File: config.mk
export PLATFORM = sky130hd
export DESIGN_NAME = stc_trigger_control
export DESIGN_NICKNAME = d
export VERILOG_FILES = /design/src/stc_pkg.sv /design/src/stc_trig_eval.sv /design/src/stc_trigger_control.sv
export SDC_FILE = /design/constraint.sdc
export NUM_CORES = 2
export LEC_CHECK = 0
export BUFFER_PORTS_ARGS = -buffer_cell sky130_fd_sc_hd__clkbuf_2
export CORE_UTILIZATION = 39
export CTS_BUF_LIST = sky130_fd_sc_hd__clkbuf_8
export CTS_CLUSTER_DIAMETER = 120
export CTS_CLUSTER_SIZE = 10
export DETAILED_ROUTE_END_ITERATION = 8
export GPL_ROUTABILITY_DRIVEN = 0
export PLACE_DENSITY_LB_ADDON = 0.15
export SYNTH_ARGS = -nofsm -noshare
export SYNTH_HDL_FRONTEND = slang
export SYNTH_SLANG_ARGS = --single-unit
File: constraint.sdc
create_clock -name clk_i -period 11.65 [get_ports clk_i]
set_input_delay 1.165 -clock clk_i [delete_from_list [all_inputs] [get_ports clk_i]]
set_output_delay 1.165 -clock clk_i [all_outputs]
set_load 0.005 [all_outputs]
File: src/stc_pkg.sv
// Shared types and constants of the scope trigger controller
package stc_pkg;
	localparam int NCH = 16;
	localparam int SW = 8;
	localparam int TW = 16;
	localparam int RW = 11;
	localparam logic [RW-1:0] REC_LEN_S = 11'h1f4;
	localparam logic [RW-1:0] REC_LEN_M = 11'h3e8;
	localparam logic [RW-1:0] REC_LEN_L = 11'h7d0;
	localparam logic [31:0] PCT_FULL = 32'h64;
	localparam int CLK_NS = 10;
	localparam int AUTO_BASE_NS = 100000;
	localparam int AUTO_BASE_CYC = (AUTO_BASE_NS + CLK_NS - 1) / CLK_NS;
	localparam logic [TW-1:0] HO_MIN_SAMP = 16'h000a;
	localparam logic [TW-1:0] HO_MAX_SAMP = 16'h0fa0;
	localparam logic [1:0] DLY_BY_TIME = 2'h1;
	localparam logic [1:0] DLY_BY_EVT = 2'h2;

	typedef logic [NCH-1:0][SW-1:0] stc_samp_type;
	typedef enum logic [2:0] {TT_EDGE, TT_PULSE, TT_PATTERN, TT_STATE, TT_SEQUENCE} stc_ttype_type;
	typedef enum logic [1:0] {OP_AND, OP_OR, OP_NAND, OP_NOR} stc_op_type;
	typedef enum logic [1:0] {Q_TRUE, Q_LONGER, Q_SHORTER, Q_WITHIN} stc_qual_type;
	typedef enum logic [1:0] {W_LESS, W_MORE, W_WITHIN, W_OUTSIDE} stc_when_type;
	typedef enum logic [2:0] {ST_IDLE, ST_FILL, ST_ARMED, ST_DELAY, ST_POST, ST_HOLD} stc_state_type;

	typedef struct packed {
		stc_ttype_type ttype;
		logic [3:0] src;
		logic slope;
		logic [SW-1:0] level;
		logic glitch;
		stc_when_type pwhen;
		logic [TW-1:0] tmin;
		logic [TW-1:0] tmax;
		stc_op_type op;
		stc_qual_type qual;
		logic [NCH-1:0] care;
		logic [NCH-1:0] want;
		logic [3:0] clk_src;
		logic [NCH-1:0] stop_care;
		logic [NCH-1:0] stop_want;
	} stc_cfg_type;

	typedef struct packed {
		stc_samp_type data;
		logic [31:0] stamp;
		logic [RW-1:0] addr;
	} stc_wr_type;
endpackage : stc_pkg

File: src/stc_trig_eval.sv
// Trigger event recognizer for one trigger system (all five types)
`timescale 1ns/1ps
module stc_trig_eval import stc_pkg::*; (
	input wire logic clk_i,
	input wire logic rst_n_i,
	input wire logic en_i,
	input wire stc_samp_type samp_i,
	input wire logic [NCH-1:0] lvl_i,
	input wire stc_cfg_type cfg_i,
	output logic hit_o
);
	logic above_q, above_d, cond_q, cond_d, stop_q, stop_d, clkl_q, clkl_d;
	logic run_q, run_d, hit_q, hit_d;
	logic [TW-1:0] pw_q, pw_d, pc_q, pc_d, sc_q, sc_d;

	function automatic logic comb_f(logic [NCH-1:0] l, logic [NCH-1:0] c,
		logic [NCH-1:0] w, stc_op_type op);
		logic all_m;
		logic any_m;
		all_m = &(~(l ^ w) | ~c);
		any_m = |(~(l ^ w) & c);
		case (op)
			OP_AND: comb_f = all_m;
			OP_OR: comb_f = any_m;
			OP_NAND: comb_f = ~all_m;
			OP_NOR: comb_f = ~any_m;
			default: comb_f = 1'b0;
		endcase
	endfunction : comb_f

	function automatic logic qual_f(logic [TW-1:0] len, stc_cfg_type c);
		case (c.qual)
			Q_TRUE: qual_f = 1'b1;
			Q_LONGER: qual_f = len > c.tmin;
			Q_SHORTER: qual_f = len < c.tmax;
			Q_WITHIN: qual_f = (len >= c.tmin) && (len <= c.tmax);
			default: qual_f = 1'b0;
		endcase
	endfunction : qual_f

	function automatic logic [TW-1:0] inc_f(logic [TW-1:0] x);
		inc_f = (&x) ? x : x + 16'h0001;
	endfunction : inc_f

	always_comb begin
		logic pol, pol_q, pend, clk_edge, crise, srise, pulse_ok;
		above_d = samp_i[cfg_i.src] >= cfg_i.level;
		cond_d = comb_f(lvl_i, cfg_i.care, cfg_i.want, cfg_i.op);
		stop_d = comb_f(lvl_i, cfg_i.stop_care, cfg_i.stop_want, cfg_i.op);
		clkl_d = lvl_i[cfg_i.clk_src];
		pol = cfg_i.slope ? above_d : ~above_d;
		pol_q = cfg_i.slope ? above_q : ~above_q;
		pend = pol_q & ~pol;
		clk_edge = cfg_i.slope ? (clkl_d & ~clkl_q) : (~clkl_d & clkl_q);
		crise = cond_d & ~cond_q;
		srise = stop_d & ~stop_q;
		pw_d = pol ? inc_f(pw_q) : '0;
		pc_d = cond_d ? inc_f(pc_q) : '0;
		run_d = run_q;
		sc_d = run_q ? inc_f(sc_q) : '0;
		case (cfg_i.pwhen)
			W_LESS: pulse_ok = pw_q < cfg_i.tmin;
			W_MORE: pulse_ok = pw_q > cfg_i.tmax;
			W_WITHIN: pulse_ok = (pw_q >= cfg_i.tmin) && (pw_q <= cfg_i.tmax);
			default: pulse_ok = (pw_q < cfg_i.tmin) || (pw_q > cfg_i.tmax);
		endcase
		if (cfg_i.glitch) begin
			pulse_ok = pw_q < cfg_i.tmin;
		end
		hit_d = 1'b0;
		case (cfg_i.ttype)
			TT_EDGE: hit_d = pol & ~pol_q;
			TT_PULSE: hit_d = pend & pulse_ok;
			TT_PATTERN: begin
				if (cfg_i.qual == Q_TRUE) begin
					hit_d = crise;
				end else begin
					hit_d = ~cond_d & cond_q & qual_f(pc_q, cfg_i);
				end
			end
			TT_STATE: hit_d = clk_edge & cond_d;
			TT_SEQUENCE: begin
				if (run_q && srise) begin
					hit_d = qual_f(sc_q, cfg_i);
					run_d = 1'b0;
				end else if (crise) begin
					run_d = 1'b1;
					sc_d = '0;
				end
			end
			default: hit_d = 1'b0;
		endcase
		hit_d = hit_d & en_i;
	end

	always_ff @(posedge clk_i or negedge rst_n_i) begin
		if (!rst_n_i) begin
			above_q <= 1'b0;
			cond_q <= 1'b0;
			stop_q <= 1'b0;
			clkl_q <= 1'b0;
			run_q <= 1'b0;
			hit_q <= 1'b0;
			pw_q <= '0;
			pc_q <= '0;
			sc_q <= '0;
		end else begin
			hit_q <= hit_d;
			if (en_i) begin
				above_q <= above_d;
				cond_q <= cond_d;
				stop_q <= stop_d;
				clkl_q <= clkl_d;
				run_q <= run_d;
				pw_q <= pw_d;
				pc_q <= pc_d;
				sc_q <= sc_d;
			end
		end
	end

	assign hit_o = hit_q;
endmodule : stc_trig_eval

File: src/stc_trigger_control.sv
// Trigger controller: arming, modes, holdoff, delay stage and record writes
// Function
// - main and delayed systems share five types
// - edge fires on threshold crossing in direction
// - pulse width or glitch duration must qualify
// - pattern Boolean condition qualified by time
// - state condition sampled at clock edge
// - start then stop within time qualifier
// - normal mode acquires only on trigger
// - manual force gives exactly one acquisition
// - auto mode forces trigger after timeout
// - auto timeout scales with time base
// - further triggers ignored during acquisition
// - holdoff follows each acquisition before re-arm
// - holdoff percent between time base scaled limits
// - trigger position sets pretrigger percentage
// - slope picks rising or falling transition
// - main level only for edge and pulse
// - delay stage waits time, events, or both
// - inputs sampled at fixed regular intervals
// - each sample written with running sample-count timing stamp
// - any of sixteen channels selectable as source
// - armed device keeps pretrigger samples filled
// - record length 500, 1000 or 2000
`timescale 1ns/1ps
module stc_trigger_control import stc_pkg::*; #(
	parameter int AUTO_CYC = AUTO_BASE_CYC
) (
	input wire logic clk_i,
	input wire logic rst_n_i,
	input wire stc_samp_type samp_i,
	input wire stc_samp_type thr_i,
	input wire logic run_i,
	input wire logic auto_i,
	input wire logic force_i,
	input wire logic [3:0] tb_i,
	input wire logic [1:0] rec_sel_i,
	input wire logic [6:0] pre_pct_i,
	input wire logic [6:0] ho_pct_i,
	input wire stc_cfg_type main_cfg_i,
	input wire stc_cfg_type dly_cfg_i,
	input wire logic [1:0] dly_mode_i,
	input wire logic [TW-1:0] dly_time_i,
	input wire logic [TW-1:0] dly_evt_i,
	output logic wr_valid_o,
	output stc_wr_type wr_o,
	output logic [31:0] trig_stamp_o,
	output logic trigd_o,
	output logic forced_o,
	output logic armed_o,
	output logic holdoff_o,
	output logic acq_done_o
);
	stc_samp_type s1_q, s2_q;
	logic [2:0] fsync_q;
	logic [NCH-1:0] lvl;
	logic main_hit, dly_hit;

	stc_state_type st_q, st_d;
	logic [15:0] div_q, div_d;
	logic sen_q, sen_d;
	logic [31:0] stamp_q, stamp_d, tstamp_q, tstamp_d, at_q, at_d;
	logic [TW-1:0] cnt_q, cnt_d, ec_q, ec_d;
	logic [RW-1:0] wp_q, wp_d;
	logic fp_q, fp_d, trigd_q, trigd_d, forced_q, forced_d, done_q, done_d;
	logic wv_q, wv_d, armed_q, armed_d, hold_q, hold_d;
	stc_wr_type wr_q, wr_d;

	function automatic logic [RW-1:0] rec_len_f(logic [1:0] sel);
		case (sel)
			2'h0: rec_len_f = REC_LEN_S;
			2'h1: rec_len_f = REC_LEN_M;
			default: rec_len_f = REC_LEN_L;
		endcase
	endfunction : rec_len_f

	function automatic logic [31:0] pct_f(logic [31:0] span, logic [6:0] pct);
		logic [31:0] p;
		p = ({25'h0, pct} > PCT_FULL) ? PCT_FULL : {25'h0, pct};
		pct_f = (span * p) / PCT_FULL;
	endfunction : pct_f

	// Digitized channels arrive from another clock domain
	always_ff @(posedge clk_i or negedge rst_n_i) begin
		if (!rst_n_i) begin
			s1_q <= '0;
			s2_q <= '0;
			fsync_q <= '0;
		end else begin
			s1_q <= samp_i;
			s2_q <= s1_q;
			fsync_q <= {fsync_q[1:0], force_i};
		end
	end

	// Per-channel logic thresholds for pattern, state and sequence types
	genvar g;
	generate
		for (g = 0; g < NCH; g++) begin : g_lvl
			assign lvl[g] = s2_q[g] >= thr_i[g];
		end
	endgenerate

	stc_trig_eval u_main (
		.clk_i(clk_i),
		.rst_n_i(rst_n_i),
		.en_i(sen_q),
		.samp_i(s2_q),
		.lvl_i(lvl),
		.cfg_i(main_cfg_i),
		.hit_o(main_hit)
	);

	stc_trig_eval u_dly (
		.clk_i(clk_i),
		.rst_n_i(rst_n_i),
		.en_i(sen_q),
		.samp_i(s2_q),
		.lvl_i(lvl),
		.cfg_i(dly_cfg_i),
		.hit_o(dly_hit)
	);

	always_comb begin
		logic [15:0] lim;
		logic [RW-1:0] rec, pre, post;
		logic [31:0] ho, auto_len;
		logic fire, frc, dly_ok;
		lim = (16'h0001 << tb_i) - 16'h0001;
		div_d = (div_q >= lim) ? 16'h0000 : div_q + 16'h0001;
		sen_d = div_q >= lim;
		rec = rec_len_f(rec_sel_i);
		pre = RW'(pct_f({21'h0, rec}, pre_pct_i));
		post = rec - pre;
		ho = {16'h0, HO_MIN_SAMP} + pct_f({16'h0, HO_MAX_SAMP - HO_MIN_SAMP}, ho_pct_i);
		auto_len = 32'(AUTO_CYC) << tb_i;
		st_d = st_q;
		cnt_d = cnt_q;
		ec_d = ec_q;
		stamp_d = sen_q ? stamp_q + 32'h1 : stamp_q;
		tstamp_d = tstamp_q;
		wp_d = wp_q;
		trigd_d = trigd_q;
		forced_d = forced_q;
		done_d = 1'b0;
		at_d = main_hit ? 32'h0 : ((&at_q) ? at_q : at_q + 32'h1);
		fp_d = fp_q | (fsync_q[1] & ~fsync_q[2]);
		wv_d = 1'b0;
		wr_d = wr_q;
		fire = 1'b0;
		frc = 1'b0;
		if (sen_q && (st_q == ST_FILL || st_q == ST_ARMED || st_q == ST_DELAY
			|| st_q == ST_POST)) begin
			wv_d = 1'b1;
			wr_d.data = s2_q;
			wr_d.stamp = stamp_q;
			wr_d.addr = wp_q;
			wp_d = (wp_q >= rec - 11'h001) ? '0 : wp_q + 11'h001;
		end
		dly_ok = (((dly_mode_i & DLY_BY_TIME) == 2'h0) || cnt_q >= dly_time_i)
			&& (((dly_mode_i & DLY_BY_EVT) == 2'h0) || ec_q >= dly_evt_i);
		case (st_q)
			ST_IDLE: begin
				if (run_i) begin
					st_d = ST_FILL;
					cnt_d = '0;
					wp_d = '0;
				end
			end
			ST_FILL: begin
				if (sen_q) begin
					cnt_d = cnt_q + 16'h0001;
				end
				if (cnt_q >= {5'h0, pre}) begin
					st_d = ST_ARMED;
					at_d = '0;
				end
			end
			ST_ARMED: begin
				if (main_hit) begin
					fire = 1'b1;
				end else if (fp_q) begin
					frc = 1'b1;
				end else if (auto_i && at_q >= auto_len) begin
					frc = 1'b1;
				end
				if (fire || frc) begin
					fp_d = fsync_q[1] & ~fsync_q[2];
					trigd_d = fire;
					forced_d = frc;
					cnt_d = '0;
					ec_d = '0;
					tstamp_d = stamp_q;
					st_d = (fire && dly_mode_i != 2'h0) ? ST_DELAY : ST_POST;
				end
			end
			ST_DELAY: begin
				if (sen_q) begin
					cnt_d = inc16(cnt_q);
				end
				if (dly_hit) begin
					ec_d = inc16(ec_q);
				end
				if (dly_ok) begin
					st_d = ST_POST;
					cnt_d = '0;
					tstamp_d = stamp_q;
				end
			end
			ST_POST: begin
				if (sen_q) begin
					cnt_d = cnt_q + 16'h0001;
				end
				if (cnt_q >= {5'h0, post}) begin
					st_d = ST_HOLD;
					cnt_d = '0;
					done_d = 1'b1;
					trigd_d = 1'b0;
					forced_d = 1'b0;
				end
			end
			ST_HOLD: begin
				if (sen_q) begin
					cnt_d = inc16(cnt_q);
				end
				if ({16'h0, cnt_q} >= ho) begin
					st_d = ST_FILL;
					cnt_d = '0;
				end
			end
			default: st_d = ST_IDLE;
		endcase
		if (!run_i) begin
			st_d = ST_IDLE;
			trigd_d = 1'b0;
			forced_d = 1'b0;
		end
		armed_d = (st_d == ST_ARMED);
		hold_d = (st_d == ST_HOLD);
	end

	function automatic logic [TW-1:0] inc16(logic [TW-1:0] x);
		inc16 = (&x) ? x : x + 16'h0001;
	endfunction : inc16

	always_ff @(posedge clk_i or negedge rst_n_i) begin
		if (!rst_n_i) begin
			st_q <= ST_IDLE;
			div_q <= '0;
			sen_q <= 1'b0;
			stamp_q <= '0;
			tstamp_q <= '0;
			at_q <= '0;
			cnt_q <= '0;
			ec_q <= '0;
			wp_q <= '0;
			fp_q <= 1'b0;
			trigd_q <= 1'b0;
			forced_q <= 1'b0;
			done_q <= 1'b0;
			wv_q <= 1'b0;
			wr_q <= '0;
			armed_q <= 1'b0;
			hold_q <= 1'b0;
		end else begin
			armed_q <= armed_d;
			hold_q <= hold_d;
			st_q <= st_d;
			div_q <= div_d;
			sen_q <= sen_d;
			stamp_q <= stamp_d;
			tstamp_q <= tstamp_d;
			at_q <= at_d;
			cnt_q <= cnt_d;
			ec_q <= ec_d;
			wp_q <= wp_d;
			fp_q <= fp_d;
			trigd_q <= trigd_d;
			forced_q <= forced_d;
			done_q <= done_d;
			wv_q <= wv_d;
			wr_q <= wr_d;
		end
	end

	assign wr_valid_o = wv_q;
	assign wr_o = wr_q;
	assign trig_stamp_o = tstamp_q;
	assign trigd_o = trigd_q;
	assign forced_o = forced_q;
	assign armed_o = armed_q;
	assign holdoff_o = hold_q;
	assign acq_done_o = done_q;
endmodule : stc_trigger_control

==> After elaboration in Yosys (flattened, before gate mapping) <==
Index checks and enable logic that the tools add are counted.
{ "op_classes": {"n_addsub": 16, "muxes": 111, "n_div": 2, "n_eq_ne": 44, "order_cmp": 56, "mul": 2, "n_reduce_logical": 64, "bitwise_logic": 71, "n_shift": 2} }
{ "ops": {"columns": ["op", "n"], "rows": [
  ["$mux 16", 29],
  ["$mux 32", 6],
  ["$reduce_and 16->1", 12],
  ["$add 16x1->16 const B", 9],
  ["$ge 16x16->1", 9],
  ["$ge 8x8->1", 18],
  ["$not 16->16", 8],
  ["$gt 16x16->1", 6],
  ["$le 16x16->1", 6],
  ["$lt 16x16->1", 6],
  ["$pmux 16 s6", 1],
  ["$add 32x1->32 const B", 2],
  ["$and 16x16->16", 4],
  ["$bmux 8 s4", 2],
  ["$div 32x7->32 const B", 2],
  ["$or 16x16->16", 4],
  ["$pmux 32 s2", 1],
  ["$reduce_or 16->1", 4],
  ["$xor 16x16->16", 4],
  ["$mux 11", 4],
  ["$mux 1", 38],
  ["$add 4x32->32 const A", 1],
  ["$ge 16x11->1", 2],
  ["$ge 16x32->1", 1],
  ["other kinds (45)", 189]
]} }
{ "totals": {"ff_bits": 704, "elab_cells": 453, "output_inout_bits": 209, "input_bits": 561} }

==> Longest topological paths before layout <==
{ "depth": {"ltp_word": 13, "mapped_depth": 92} }

==> Modules after synthesis <==
Synthesis repeated with hierarchy kept, for this count alone.
{ "unflattened": {"hier_cells": 5876, "area_unflattened_um2": 52848.2} }
{ "modules_own_cells": {"columns": ["module", "seq_area_each_um2", "cells_each", "area_per_inst_um2", "instances"], "rows": [
  ["stc_trigger_control", 14914.3, 4266, 38534.5, 1],
  ["stc_trig_eval", 1351.3, 805, 7156.9, 2]
]} }

==> Worst setup path after synthesis <==
No wires, ideal clock.
{ "synth_path": {"path_type": "input -> register", "startpoint": "in ho_pct_i[4]", "endpoint": "reg cnt_q[5]", "setup_time_ns": 0.083, "arrival_ns": 18.231, "path_buffers": 7, "path_slack_ns": -6.664, "stages": 85, "required_time_ns": 11.567, "path_cell_list": "o311ai_0 nand2_1 inv_1 fa_1 ha_1 fa_1 inv_1 fa_1 inv_1 ha_1 clkbuf_1 inv_1 a2111o_1 and3_4 o211a_1 or3_1 or4_1 and2_1 [49 not listed] nor2b_1 o21ai_0 nand2b_1 a21oi_1 nor2b_1 o21ai_0 nand2b_1 a21oi_1 nor2b_1 o21ai_0 nand2b_1 a2111oi_0 inv_1 nand2_1 o21ai_0 nor2_1 nand4_1 o21ai_0"} }
{ "synth_between": {"elab_chain_cells": 8} }
{ "synth_lines": {"columns": ["element", "line_no", "text"], "rows": [
  ["start, declared", "stc_trigger_control.sv:39", "input wire logic [6:0] ho_pct_i,"],
  ["$gt 7x7->1", "stc_trigger_control.sv:79", "p = ({25'h0, pct} > PCT_FULL) ? PCT_FULL : {25'h0, pct};"],
  ["$mux 7 *", "stc_trigger_control.sv:79", null],
  ["$mul 11x7->18 *", "stc_trigger_control.sv:80", "pct_f = (span * p) / PCT_FULL;"],
  ["$div 32x7->32 *", "stc_trigger_control.sv:80", null],
  ["$add 4x32->32 *", "stc_trigger_control.sv:135", "ho = {16'h0, HO_MIN_SAMP} + pct_f({16'h0, HO_MAX_SAMP - HO_MIN_SAMP}, ho_pct_i);"],
  ["$ge 16x32->1 *", "stc_trigger_control.sv:226", "if ({16'h0, cnt_q} >= ho) begin"],
  ["$mux 16 *", "stc_trigger_control.sv:226", null],
  ["$pmux 16 s6 *", "stc_trigger_control.sv:162", "case (st_q)"],
  ["end signal, assigned", "stc_trigger_control.sv:274", "cnt_q <= cnt_d;"],
  ["end, declared", "stc_trigger_control.sv:63", "logic [TW-1:0] cnt_q, cnt_d, ec_q, ec_d;"]
]} }
Mark *: on every way between the ends. The rest lies on a longest branch, timed or not.
A chain may end at the register's enable or synchronous reset.

==> Worst setup path in the final report <==
{ "layout_path": {"startpoint": "in ho_pct_i[2]", "endpoint": "reg cnt_q[14]"} }
Same word-level chain as after synthesis.

==> out/qor.csv <==
metric;value;unit
Hold Path Origin;s1_q[125]$_DFF_PN0_;
standard-cell rows;134;
Filler cells;12600;
Min-Delay Endpoint;s2_q[125]$_DFF_PN0_;
multi-input logic area;0.0350;mm²
vias in the first global route;49400;
Total GRT Usage;0.290;
Post-synth EDFFs;0;
clk_skew;61.9;ps
share of cells above drive strength 1;0.323;
GRT overflow;0;
critical path launch point type;input port;
Syn Std Cell Area;0.0523;mm²
relative slew slack;0.144;
DRT Pass-1 Iters;8;
Top cell by count, worst path;buf_4;
Area Growth Syn to Fin;31.9;%
CTS tree;done;
crit path DAT;17930;ps
endpoints failing setup;56;
Max FO, Critical Path;8;
die height;368;µm
DRC;0;
max-slew violations;0;
CTS sink count;704;
register area share after synthesis;0.337;
final core utilization;0.518;
commonest register cell after synthesis;dfrtp_1;
Starting DRT DRC Count;3061;
unrepaired setup endpoints after global routing;yes;
post-DP HPWL;160000;µm
Worst Path Required;12400;ps
Syn Nets;7001;
fin nets;8606;
width of the chip;368;µm
Fmax;58.2;MHz
# Max-Cap Violations;0;
number of H-tree levels;3;
R2R depth;24;
worst min path class;reg -> reg;
Avg WL per Cell;21.8;µm
worst skew pair latency;820;ps
final worst slack;-5530;ps
initial antenna violation count;43;
pin count of the biggest net entering global routing;170;
failing checks;setup timing;
Crit Path Class;in -> reg;
syn_area_per_cell;8.98;µm²
crit path capture type;flip-flop;
final worst-path cycle share;1.48;
Seq cells post-synth;704;
WL final;201000;µm
yosys warns;0;
first-pass GRT wire length;300000;µm
slowest CP cell;fa_1;
Sequential cell area;0.0176;mm²
Worst-Margin Slew;1270;ps
worst r2r dst;u_dly.pc_q[11]$_DFFE_PN0P_;
I/O pin total;770;
DR vias/cell;5.38;
Max clock buf depth;3;
async set-reset flop share out of synthesis;1.00;
CTS Hold Bufs;0;
Hold Path Depth;0;
Final Hold Viols;0;
Vias;49700;
core area;0.133;mm²
ANT nets after route;0;
Final Critical Period;17180;ps
r2r setup slk;4640;ps
Synth cell types;131;
Num CTS Buffers;82;
Cells after Synth;5827;
Worst-path clk slew;80;ps
Critical R2R Launch;s2_q[64]$_DFF_PN0_;
root buf cell;clkbuf_8;
PortBufs;769;
status;finished with violations;
Max stage delay on crit path;540;ps
die area;0.136;mm²
initial core utilization;0.393;
## placed cells by master (no fill, tap or decap), drive strengths merged, types with 24 or more instances in the layout
| cell type | count |
|---|---|
| diode | 32 |
| a211oi | 39 |
| buf | 931 |
| or3 | 43 |
| nor4 | 24 |
| ha | 559 |
| mux2 | 47 |
| a31oi | 45 |
| and2 | 42 |
| o22ai | 37 |
| nand4 | 112 |
| xor2 | 146 |
| mux2i | 24 |
| o21a | 44 |
| nor2 | 425 |
| a22oi | 26 |
| o21ai | 320 |
| mux4 | 90 |
| nor2b | 143 |
| a21oi | 337 |
| xnor2 | 194 |
| nor3 | 94 |
| clkbuf | 841 |
| inv | 438 |
| nand2 | 846 |
| nand3 | 139 |
| dfrtp | 704 |
| a21o | 55 |
| o211ai | 35 |
| or2 | 35 |
| o31ai | 30 |
| fa | 54 |
| and3 | 73 |
| nand2b | 144 |
## kinds of logic (layout without fill, tap and decap cells)
group | after synthesis | count (layout) | synth area share
AO/OA/AOI/OAI | 1197 | 1197 | 0.150
multiplexers | 161 | 161 | 0.0537
XOR/XNOR | 341 | 341 | 0.0579
buffers and inverters | 603 | 2218 | 0.0446
AND/OR/NAND/NOR | 2200 | 2201 | 0.201
flip-flops | 704 | 704 | 0.337
adder cells (fa/ha/maj) | 620 | 620 | 0.156
other | 1 | 33 | 0.0000717
## worst max path at each step
stage,from,endpoint,slack [ps]
after floorplan,ho_pct_i[2],cnt_q[7]$_DFFE_PN0P_,-5450
after global placement,ho_pct_i[2],cnt_q[7]$_DFFE_PN0P_,-6600
after detailed placement,ho_pct_i[2],cnt_q[6]$_DFFE_PN0P_,-6940
after CTS,ho_pct_i[4],cnt_q[1]$_DFFE_PN0P_,-5130
after global routing,ho_pct_i[2],cnt_q[1]$_DFFE_PN0P_,-6260
final,ho_pct_i[2],cnt_q[14]$_DFFE_PN0P_,-5530
## Yosys cell counts, drive strengths merged (45+ instances only)
cell type / n / area, µm²
clkbuf: 136 / 512
nand3: 139 / 696
xor2: 146 / 1290
o21ai: 320 / 1620
fa: 54 / 1080
and3: 73 / 462
a21o: 55 / 413
a31oi: 45 / 303
mux4: 90 / 2030
nor2b: 143 / 895
ha: 559 / 6990
nor2: 424 / 1600
nand4: 112 / 707
nor3: 94 / 497
xnor2: 194 / 1710
nand2b: 144 / 901
mux2: 47 / 529
nand2: 846 / 3190
inv: 429 / 1610
a21oi: 337 / 1730
dfrtp: 704 / 17600
## sequential cells by signal, indices dropped and copies added, names as in the netlist, 3 cells and up
| register | flops |
|---|---|
| trig_stamp_o | 32 |
| wr_o | 171 |
| wp_q | 11 |
| st_q | 3 |
| stamp_q | 32 |
| u_main.sc_q | 16 |
| u_dly.sc_q | 16 |
| u_dly.pw_q | 16 |
| u_main.pw_q | 16 |
| at_q | 32 |
| s2_q | 128 |
| s1_q | 128 |
| u_dly.pc_q | 16 |
| fsync_q | 3 |
| ec_q | 16 |
| u_main.pc_q | 16 |
| div_q | 16 |
| cnt_q | 16 |
## layer usage
layer / vias to the layer above / share of wire / global-route usage
met3: 340 / 0.068 / 0.0668
met5: - / 0.00070 / 0
met1: 24100 / 0.42 / 0.365
met2: 1520 / 0.47 / 0.481
li1: 23700 / - / -
met4: 20 / 0.038 / 0.113
## timing repair
| action | CTS | global route |
|---|---|---|
| pin swaps | 142 | 157 |
| gates cloned | 4 | 0 |
| gates resized for setup | 252 | 235 |
| endpoints found under the hold margin | 0 | 0 |
| setup endpoints to repair | 56 | 56 |
| setup buffers | 87 | 54 |
## final cells by class
class / count / area share
diodes: 32 / 0.00116
clock inverters: 13 / 0.00276
clock buffers: 82 / 0.0164
repair buffers: 1690 / 0.162
multi-input cells: 4521 / 0.507
inverters: 433 / 0.0237
flip-flops and latches: 704 / 0.255
well taps: 1768 / 0.0321
## through the flow
stage | setup TNS (ps) | hold WS, ps | std cells | cell area, µm² | setup slack, ps
floorplan | -199710 | 331 | 5827 | 53000 | -5450
global placement | -259540 | 331 | 8975 | 64300 | -6600
detailed placement | -265760 | 335 | 8975 | 64300 | -6940
CTS | -175340 | 312 | 9160 | 67500 | -5130
global route | -231080 | 318 | 9238 | 69000 | -6260
finish | -194430 | 317 | 9243 | 69000 | -5530
## critical path: cells and delay by family
kind	cells	cell delay (ps)
compound gates	32	7110
xor+xnor	1	110
fa+ha+maj	6	2370
buf+inv	16	1820
simple gates	31	5340
Power is not shown: default switching activity piles up to over one toggle a cycle in this logic, so the estimate is an artifact.
